===== src/verilog/pcfh_defs.vh =====
// Purpose: Constants for the function 0 configuration header block
// Assumes: Dword register index from the configuration address phase
// Notes: Definitions only
`ifndef PCFH_DEFS_VH
`define PCFH_DEFS_VH
`define PCFH_IDX_W 6
`define PCFH_REG_ID 6'h00
`define PCFH_REG_CMDSTAT 6'h01
`define PCFH_HDR_LAST 6'h0F
`define PCFH_VENDOR_CODE 16'h1234
`define PCFH_DEVICE_BASE 12'hABC
`define PCFH_CMD_IO 0
`define PCFH_CMD_MEM 1
`define PCFH_CMD_MASTER 2
`define PCFH_CMD_PERR_RSP 6
`define PCFH_CMD_SERR_DIS 8
`define PCFH_CMD_FBB 9
`define PCFH_CMD_RW_MASK 16'h0346
`define PCFH_CMD_RW_LO 8'h46
`define PCFH_CMD_RW_HI 8'h03
`define PCFH_VAR_32CH 2'h0
`define PCFH_VAR_64CH 2'h1
`define PCFH_VAR_128CH 2'h2
`define PCFH_DIGIT_32CH 4'h1
`define PCFH_DIGIT_64CH 4'h2
`define PCFH_DIGIT_128CH 4'h4
`define PCFH_DIGIT_256CH 4'h8
`define PCFH_ST_66MHZ 21
`define PCFH_ST_FBB 23
`define PCFH_ST_DPD 24
`define PCFH_ST_DEVSEL_LO 25
`define PCFH_ST_DEVSEL_HI 26
`define PCFH_ST_RTA 28
`define PCFH_ST_RMA 29
`define PCFH_ST_SSE 30
`define PCFH_ST_DPE 31
`define PCFH_DEVSEL_MEDIUM 2'h1
`define PCFH_DEVSEL_MAX_CLK 3
`endif


===== src/verilog/pcfh_sticky.v =====
// Purpose: One write-one-to-clear status flag
// Assumes: Event and clear come from the same clock
// Notes: Set wins over a clear in the same cycle
`timescale 1ns/1ps
`default_nettype none
module pcfh_sticky (
  input wire clk,
  input wire sys_rst,
  input wire set_evt,
  input wire clr_req,
  output reg flag_r
);
  // Sticky flag, cleared by a one written from software
  always @(posedge clk or posedge sys_rst) begin
    if (sys_rst) begin
      flag_r <= 1'b0;
    end else if (set_evt) begin
      flag_r <= 1'b1;
    end else if (clr_req) begin
      flag_r <= 1'b0;
    end
  end
endmodule // pcfh_sticky
`default_nettype wire


===== src/verilog/pcfh_rdmux.v =====
// Purpose: Read data selection for the configuration header
// Assumes: Register index already qualified by the caller
// Notes: Unmapped indices read zero
`timescale 1ns/1ps
`default_nettype none
`include "pcfh_defs.vh"
module pcfh_rdmux (
  input wire [`PCFH_IDX_W-1:0] reg_idx,
  input wire [31:0] id_word,
  input wire [31:0] cmdstat_word,
  output reg [31:0] rd_word
);
  // Only two dwords carry content; the rest of space reads zero
  always @* begin
    case (reg_idx)
      `PCFH_REG_ID: rd_word = id_word;
      `PCFH_REG_CMDSTAT: rd_word = cmdstat_word;
      default: rd_word = 32'h00000000;
    endcase
  end
endmodule // pcfh_rdmux
`default_nettype wire


===== src/verilog/pcfh_config_header.v =====
// Purpose: Function 0 configuration header, identification and
//   command/status dwords, with the rest of the space reading zero
// Assumes: Target decode already qualified the configuration cycle;
//   bus event strobes are one-cycle pulses on the PCI clock
// Notes: Device code low digit chosen by the channel_variant input
// Behaviour
// - Only the 64-byte header region exists
// - Dependent region reads zero, ignores writes
// - Read-only bits fixed, reserved read zero
// - Status flags clear on written one only
// - Read/write bits return last written value
// - Sixteen dwords chosen by register index
// - Dword 0 holds device and vendor codes
// - Reset clears command bits, config only
// - Bit 31 on target data parity error
// - Bit 30 whenever system error asserted
// - Bit 29 on master abort received
// - Bit 28 on target abort received
// - Medium select timing, within three clocks
// - Bit 24 needs parity, master, response enable
// - Bit 23 reads one, fast back-to-back
// - Bit 21 reads one on later revisions
// - Command bit 6 gates parity reaction
// - Command bit 8 disables system error driver
`timescale 1ns/1ps
`default_nettype none
`include "pcfh_defs.vh"
module pcfh_config_header (
  input wire clk,
  input wire sys_rst,
  input wire cfg_rd,
  input wire cfg_wr,
  input wire [`PCFH_IDX_W-1:0] cfg_idx,
  input wire [3:0] cfg_be,
  input wire [31:0] cfg_wdata,
  output reg [31:0] cfg_rdata,
  output reg cfg_rvalid,
  input wire [1:0] channel_variant,
  input wire rev_66mhz,
  input wire tgt_data_perr,
  input wire mst_perr_seen,
  input wire serr_request,
  input wire mst_abort_evt,
  input wire tgt_abort_evt,
  output wire serr_drive,
  output wire perr_react_en,
  output wire mem_space_en,
  output wire bus_master_en
);
  reg [15:0] cmd_r;
  reg [15:0] cmd_nxt;
  reg [3:0] dev_digit;
  wire [31:0] id_word;
  wire [31:0] cmdstat_word;
  wire [31:0] rd_word;
  wire [15:0] status_word;
  wire hdr_hit;
  wire wr_cs;
  wire [1:0] clr_hi;
  wire dpe_q, sse_q, rma_q, rta_q, dpd_q;
  wire dpd_evt;

  // Index range check; anything past dword 15 is the dependent region
  function in_header;
    input [`PCFH_IDX_W-1:0] idx;
    begin
      in_header = (idx <= `PCFH_HDR_LAST);
    end
  endfunction

  assign hdr_hit = in_header(cfg_idx);
  // Dependent-region writes fall out here and touch nothing
  assign wr_cs = cfg_wr && hdr_hit &&
    (cfg_idx == `PCFH_REG_CMDSTAT);

  // Low digit of the device code follows channel count 32/64/128/256
  always @* begin
    case (channel_variant)
      `PCFH_VAR_32CH: dev_digit = `PCFH_DIGIT_32CH;
      `PCFH_VAR_64CH: dev_digit = `PCFH_DIGIT_64CH;
      `PCFH_VAR_128CH: dev_digit = `PCFH_DIGIT_128CH;
      default: dev_digit = `PCFH_DIGIT_256CH;
    endcase
  end

  // Identification codes, not writable by any cycle
  assign id_word = {`PCFH_DEVICE_BASE, dev_digit,
    `PCFH_VENDOR_CODE};

  // Only the writable command bits take new data, per byte lane
  always @* begin
    cmd_nxt = cmd_r;
    if (wr_cs) begin
      if (cfg_be[0]) begin
        cmd_nxt[7:0] = cfg_wdata[7:0] & `PCFH_CMD_RW_LO;
      end
      if (cfg_be[1]) begin
        // Per-lane masks keep the widths matched lane by lane
        cmd_nxt[15:8] = cfg_wdata[15:8] & `PCFH_CMD_RW_HI;
      end
    end
  end

  // Reset leaves the block answering configuration cycles only
  always @(posedge clk or posedge sys_rst) begin
    if (sys_rst) begin
      cmd_r <= 16'h0000;
    end else begin
      cmd_r <= cmd_nxt;
    end
  end

  // Upper status lane clears flags where a one is written
  assign clr_hi = {wr_cs && cfg_be[3], wr_cs && cfg_be[3]};

  // Master data parity only counts with response enabled
  assign dpd_evt = mst_perr_seen &&
    cmd_r[`PCFH_CMD_PERR_RSP];
  // Driver gated by inverted disable bit, so flag tracks real assertion
  assign serr_drive = serr_request &&
    !cmd_r[`PCFH_CMD_SERR_DIS];
  assign perr_react_en = cmd_r[`PCFH_CMD_PERR_RSP];
  assign mem_space_en = cmd_r[`PCFH_CMD_MEM];
  assign bus_master_en = cmd_r[`PCFH_CMD_MASTER];

  // Data parity on target side sets regardless of response enable
  pcfh_sticky u_dpe (
    .clk(clk), .sys_rst(sys_rst), .set_evt(tgt_data_perr),
    .clr_req(clr_hi[1] && cfg_wdata[`PCFH_ST_DPE]),
    .flag_r(dpe_q));
  pcfh_sticky u_sse (
    .clk(clk), .sys_rst(sys_rst), .set_evt(serr_drive),
    .clr_req(clr_hi[1] && cfg_wdata[`PCFH_ST_SSE]),
    .flag_r(sse_q));
  pcfh_sticky u_rma (
    .clk(clk), .sys_rst(sys_rst), .set_evt(mst_abort_evt),
    .clr_req(clr_hi[1] && cfg_wdata[`PCFH_ST_RMA]),
    .flag_r(rma_q));
  pcfh_sticky u_rta (
    .clk(clk), .sys_rst(sys_rst), .set_evt(tgt_abort_evt),
    .clr_req(clr_hi[1] && cfg_wdata[`PCFH_ST_RTA]),
    .flag_r(rta_q));
  pcfh_sticky u_dpd (
    .clk(clk), .sys_rst(sys_rst), .set_evt(dpd_evt),
    .clr_req(clr_hi[1] && cfg_wdata[`PCFH_ST_DPD]),
    .flag_r(dpd_q));

  // Status half: flags, fixed capability bits, reserved zeros
  assign status_word = {dpe_q, sse_q, rma_q, rta_q, 1'b0,
    `PCFH_DEVSEL_MEDIUM,
    dpd_q,
    1'b1,
    1'b0,
    rev_66mhz,
    5'h00};
  assign cmdstat_word = {status_word, cmd_r};

  pcfh_rdmux u_rdmux (
    .reg_idx(cfg_idx),
    .id_word(id_word),
    .cmdstat_word(cmdstat_word),
    .rd_word(rd_word)
  );

  // Registered read return, one clock after the request; well inside
  // the three-clock select window a medium device must keep
  always @(posedge clk or posedge sys_rst) begin
    if (sys_rst) begin
      cfg_rdata <= 32'h00000000;
      cfg_rvalid <= 1'b0;
    end else begin
      cfg_rvalid <= cfg_rd;
      cfg_rdata <= (cfg_rd && hdr_hit) ? rd_word :
        32'h00000000;
    end
  end
endmodule // pcfh_config_header
`default_nettype wire


===== config.mk =====
export PLATFORM = sky130hd
export DESIGN_NAME = pcfh_config_header
export DESIGN_NICKNAME = d
export VERILOG_FILES = /design/src/verilog/pcfh_sticky.v /design/src/verilog/pcfh_rdmux.v /design/src/verilog/pcfh_config_header.v
export VERILOG_INCLUDE_DIRS = /design/src /design/src/verilog
export SDC_FILE = /design/constraint.sdc
export NUM_CORES = 1
export LEC_CHECK = 0
export BUFFER_PORTS_ARGS = -buffer_cell sky130_fd_sc_hd__buf_2
export CORE_ASPECT_RATIO = 0.6
export CORE_MARGIN = 8
export CORE_UTILIZATION = 39
export CTS_BUF_LIST = sky130_fd_sc_hd__clkbuf_16
export DETAILED_ROUTE_END_ITERATION = 7
export GPL_TIMING_DRIVEN = 1
export PLACE_DENSITY = 0.85
export SLEW_MARGIN = 10
export SYNTH_ARGS = -nofsm -noshare
export SYNTH_HDL_FRONTEND = slang
export SYNTH_SLANG_ARGS = --single-unit

===== constraint.sdc =====
create_clock -name clk -period 0.9 [get_ports clk]
set_clock_uncertainty 0.1 [all_clocks]
set_input_delay 0 -clock clk [delete_from_list [all_inputs] [get_ports clk]]
set_output_delay 0 -clock clk [all_outputs]
set_load 0.01 [all_outputs]

; Word-level counts from Yosys, hierarchy flattened
; Index checks and enable logic that the tools add are counted.
; W data, S select, Z words.
[word_totals]
regBits = 43
wordCells = 47
[classes]
order_cmp = 1
eq_ne = 3
muxes = 13
reduce_logical = 21
[op_table]
columns = op, count
row1 = $pmux W32 S2, 1
row2 = $mux W32, 1
row3 = $pmux W4 S3, 1
row4 = $logic_and A1 B1 Y1, 11
row5 = $mux W1, 10
row6 = $reduce_bool A2 Y1, 5
row7 = $eq A6 B1 Y1 const B, 1
row8 = $le A6 B4 Y1 const B, 1
row9 = $logic_not A6 Y1, 1
row10 = $reduce_and A2 Y1, 2
row11 = $eq A2 B1 Y1 const B, 1
row12 = $eq A2 B2 Y1 const B, 1
row13 = $logic_not A2 Y1, 1
row14 = $logic_not A1 Y1, 1

; Logic depth before layout (Yosys ltp)
[logic_depth]
depth_word = 7
ltp_mapped = 4

; Hierarchy
; A second synthesis with hierarchy kept.
[unflattened]
hier_cells = 194
area_unflattened_um2 = 2301.0
[modules_own_cells]
columns = mod, n_inst, cells_per_inst, area_each_um2, seq_area_each_um2
row1 = pcfh_config_header, 1, 98, 1357.6, 950.9
row2 = pcfh_rdmux, 1, 76, 743.2, 0.0
row3 = pcfh_sticky, 5, 4, 40.0, 25.0

; Worst setup path before layout
; No wires, ideal clock.
[synth_timing]
path_kind = input port to flip-flop
from = in cfg_idx[4]
to = reg cmd_r[8]
setup_time_ns = 0.125
t_arrival_ns = 0.756
required_ns = 0.675
path_slack_ns = -0.081
stages = 4
path_cell_list = and4bb_1 -> buf_4 -> nand3_1 -> mux2_2
[synth_via]
elab_chain_cells = 4
elab_cells_between_ends = 5
[synth_lines]
columns = element, line_no
row1 = start: declaration, pcfh_config_header.v:33  ; input wire [`PCFH_IDX_W-1:0] cfg_idx,
row2 = $le A6 B4 Y1 (no line), -
row3 = $logic_and A1 B1 Y1, pcfh_config_header.v:73  ; assign wr_cs = cfg_wr && hdr_hit &&
row4 = $logic_and A1 B1 Y1 (*), pcfh_config_header.v:73
row5 = $reduce_and A2 Y1 (no line) (*), -
row6 = end signal: assignment, pcfh_config_header.v:109  ; cmd_r <= cmd_nxt;
row7 = end: declaration, pcfh_config_header.v:50  ; reg [15:0] cmd_r;
; Mark *: on every way between the ends. The rest lies on a longest branch, timed or not.
; A chain may end at the register's enable or synchronous reset.

; Worst setup path after layout
[layout_timing]
from = reg cmd_r[8]
to = out serr_drive
[layout_via]
elab_chain_cells = 2
[layout_lines]
columns = element, line_no
row1 = $logic_not A1 Y1, pcfh_config_header.v:121  ; !cmd_r[`PCFH_CMD_SERR_DIS];
row2 = $logic_and A1 B1 Y1, pcfh_config_header.v:120  ; assign serr_drive = serr_request &&
row3 = end: declaration, pcfh_config_header.v:45  ; output wire serr_drive,
; No other way between the ends.

==> summary.md <==
| Metric | Value |
|---|---|
| Status | `complete, but fails checks` |
| Violated checks | `hold timing, setup timing` |
| Proportion of synthesized chip area in sequential cells | `between 50 and 60%` |
| Unique masters post-synth | `22` |
| Setup crit end kind | `primary output` |
| Critical path startpoint | `cmd_r[8]` |
| Endpoint of the worst register-to-register path | `cmd_r[8]` |
| Max rail drop VDD | `~1200 uV` |
| Total Routing Usage GR | `about an eighth` |
| Total overflow reported by the global router | `0` |
| DRC violation count after routing | `0` |
| Clock Root Buffer | `clkbuf_16` |
| Total of flip-flops plus latches after synthesis | `28` |
| Total placed instance area | `about 0.0015 mm2` |
| # diodes | `0` |
| Routed Antenna Nets | `0` |
| Req. time, crit path | `0.80 ns` |
| R2R setup slack | `-0.11 ns` |
| Violation count after the first detailed-route iteration | `43` |
| YS warnings | `0` |
| Min-Delay Path Depth | `1` |
| Via count | `between 900 and 1000` |
| Number of top-level pins | `91` |
| Max-slew violation total from the final report | `0` |
| Arrival @ worst endpoint | `between 0.9 and 1 ns` |
| Final worst-path cycle share | `117%` |
| Per-cell via count in the routed design | `~4.3` |
| Number of input and output port buffers inserted | `57` |
| Half-perimeter wire length after placement | `roughly 2200 um` |
| First-pass detailed-route iteration total | `4` |
| Final nets | `240` |
| Antenna violations before repair | `0` |
| Maximum capacitance violations | `0` |
| Layout cells sized above 1 | `~47%` |
| Final worst-path setup slack | `-0.152 ns` |
| Wire length of the first global-routing pass | `~5000 um` |
| Syn_area_per_cell | `around 12 um2` |
| Launch instance of the worst register-to-register path | `cmd_r[8]` |
| Initial core utilization | `about 41%` |
| Maximum fanout encountered on the critical timing path | `2` |
| Number of buffers on the longest clock path | `2` |
| Die span in x | `87.4 um` |
| TritonCTS clock tree | `done` |
| Power density over cell area | `approximately 1400 mW/mm2` |
| Area overhead of the layout relative to synthesis | `55.9%` |
| Die area | `0.00514 mm2` |
| Number of cell rows | `15` |
| TritonCTS Buffers | `3` |
| Total Routed Length | `3270 um` |
| Number of instances in the synthesized netlist | `between 100 and 150` |
| Leak pwr | `roughly 1.0 nW` |
| Average wire per standard cell | `roughly 14 um` |
| Fin Hold WS | `-0.170 ns` |
| Tot Pwr | `between 2 and 3 mW` |
| Depth of the most critical reg-to-reg path | `2` |
| Last weighted congestion value of the routability-driven placer | `between 0.7 and 0.8` |
| Type of the worst setup path | `reg2out` |
| Core Util, Final | `between 60% and 70%` |
| RSZ-0062 raised after global routing | `true` |
| Vias in the first global route | `approximately 1100` |
| Total core area | `0.00289 mm2` |
| Hold Vio Cnt, Final | `10` |
| Register clock-pin slew on the reported worst setup and hold paths | `approximately 0.07 ns` |
| Worst min-delay path class | `in2reg` |
| Clock latency at the later pin of the worst-skew pair | `0.26 ns` |
| Sinks on the clock net | `28` |
| Cell area after layout | `between 0.0015 and 0.002 mm2` |
| Fmax achieved | `about 0.95 GHz` |
| Final Critical Period | `~1.1 ns` |
| Type of origin of the critical path | `flop` |
| Cell Area, Synth | `around 0.0012 mm2` |
| Final setup viols | `11` |
| Maximum level of the CTS H-tree | `1` |
| Die Y | `just under 60 um` |
| End of the critical path | `serr_drive` |
| Largest net degree at the start of global routing | `29` |
==> stage by stage <==
| step | std cells | setup TNS, ns | setup WS (ns) |
|---|---|---|---|
| 2_1_floorplan | 110 | -0.236 | -0.0452 |
| 3_3_place_gp | 201 | -3.57 | -0.204 |
| 3_5_place_dp | 201 | -4.03 | -0.219 |
| 4_1_cts | 225 | -0.504 | -0.144 |
| 5_1_grt | 226 | -0.794 | -0.185 |
| 6_report | 226 | -0.445 | -0.152 |
==> Yosys cell counts <==
master	count	area, um2
buf_4	16	120
nand3_1	1	5.00
nand3_2	1	10.0
a22o_1	1	8.76
nor4b_1	2	17.5
clkbuf_1	1	3.75
nor4_2	1	12.5
conb_1	1	3.75
a21o_1	4	30.0
nor2_1	8	30.0
nor3_1	1	5.00
nor4b_4	1	23.8
and4bb_1	1	12.5
inv_1	13	48.8
nor2b_1	1	6.26
buf_6	1	11.3
dfrtp_1	28	701
nand4_1	6	37.5
nand2_1	2	7.51
mux2_2	5	56.3
a21oi_1	5	25.0
nor3_4	1	16.3
==> per-layer routing <==
metal	GRT usage [%]	wire length, um
met5	0	0
met4	2.18	0
met3	6.38	346
met2	21.7	1650
met1	14.5	1280
==> state kept, by name, summed over array words and instances, names as in the netlist <==
| name | flops |
|---|---|
| cfg_rvalid | 1 |
| cmd_r | 5 |
| u_dpd.flag_r | 1 |
| u_rma.flag_r | 1 |
| u_sse.flag_r | 1 |
| u_rta.flag_r | 1 |
| cfg_rdata | 17 |
| u_dpe.flag_r | 1 |
==> power by group <==
| part | internal, mW | switching, mW | leakage (nW) |
|---|---|---|---|
| Combinational | 0.202 | 0.169 | 0.640 |
| Sequential | 1.30 | 0.0304 | 0.363 |
| Clock | 0.589 | 0.403 | 0.0370 |
| Total | 2.09 | 0.603 | 1.04 |
==> timing repair <==
action | in CTS | in global routing
setup buffers | 2 | 2
hold endpoints to repair | 45 | 7
pin swaps | 0 | 2
cloned | 0 | 0
resized for setup | 2 | 8
hold buffers | 20 | 1
endpoints found under the setup margin | 10 | 25
==> final cells by class <==
cell class              count  area [um2]
well taps                  42        52.6
flip-flops and latches     28         701
repair buffers             89         603
clock buffers               3        75.1
fillers                   257        1030
inverters                  13        48.8
multi-input cells          51         379
==> worst min-delay path by stage <==
stage / startpoint / end / slack (ns)
after detailed placement: sys_rst / cfg_rvalid / -0.06
after global placement: sys_rst / cfg_rvalid / -0.06
after CTS: cfg_rd / cfg_rvalid / -0.20
after floorplan: cfg_rd / cfg_rvalid / -0.07
final: cfg_rd / cfg_rvalid / -0.17
after global routing: cfg_rd / cfg_rvalid / -0.18
==> layout by cell type (no fill, tap or decap), drive strengths merged, types with 2 or more instances in the layout <==
cell,Yosys,final
a21o,4,4
clkbuf,1,3
dlygate4sd3,0,19
a21oi,5,5
nand4,6,6
nor4b,3,3
inv,13,13
nand2,2,2
conb,1,10
buf,17,69
nor2,8,8
nand3,2,2
dfrtp,28,28
mux2,5,5
nor3,2,2
==> kinds of logic (layout without fill, tap and decap cells) <==
family                 count (synthesis)  after routing  synth area share [%]
buffers and inverters                 31            105                  15.4
DFF                                   28             28                  58.8
and+or+nand+nor                       26             26                  15.4
AOI/OAI and AO/OA                     10             10                  5.35
muxes                                  5              5                  4.72
other                                  1             10                 0.314
==> worst max-delay path, cell delays in order (launching register included) <==
cell and delay [ns]:
dfrtp_1 0.40, nor2b_2 0.14, buf_2 0.15
Power figures use the tool's default switching activity.
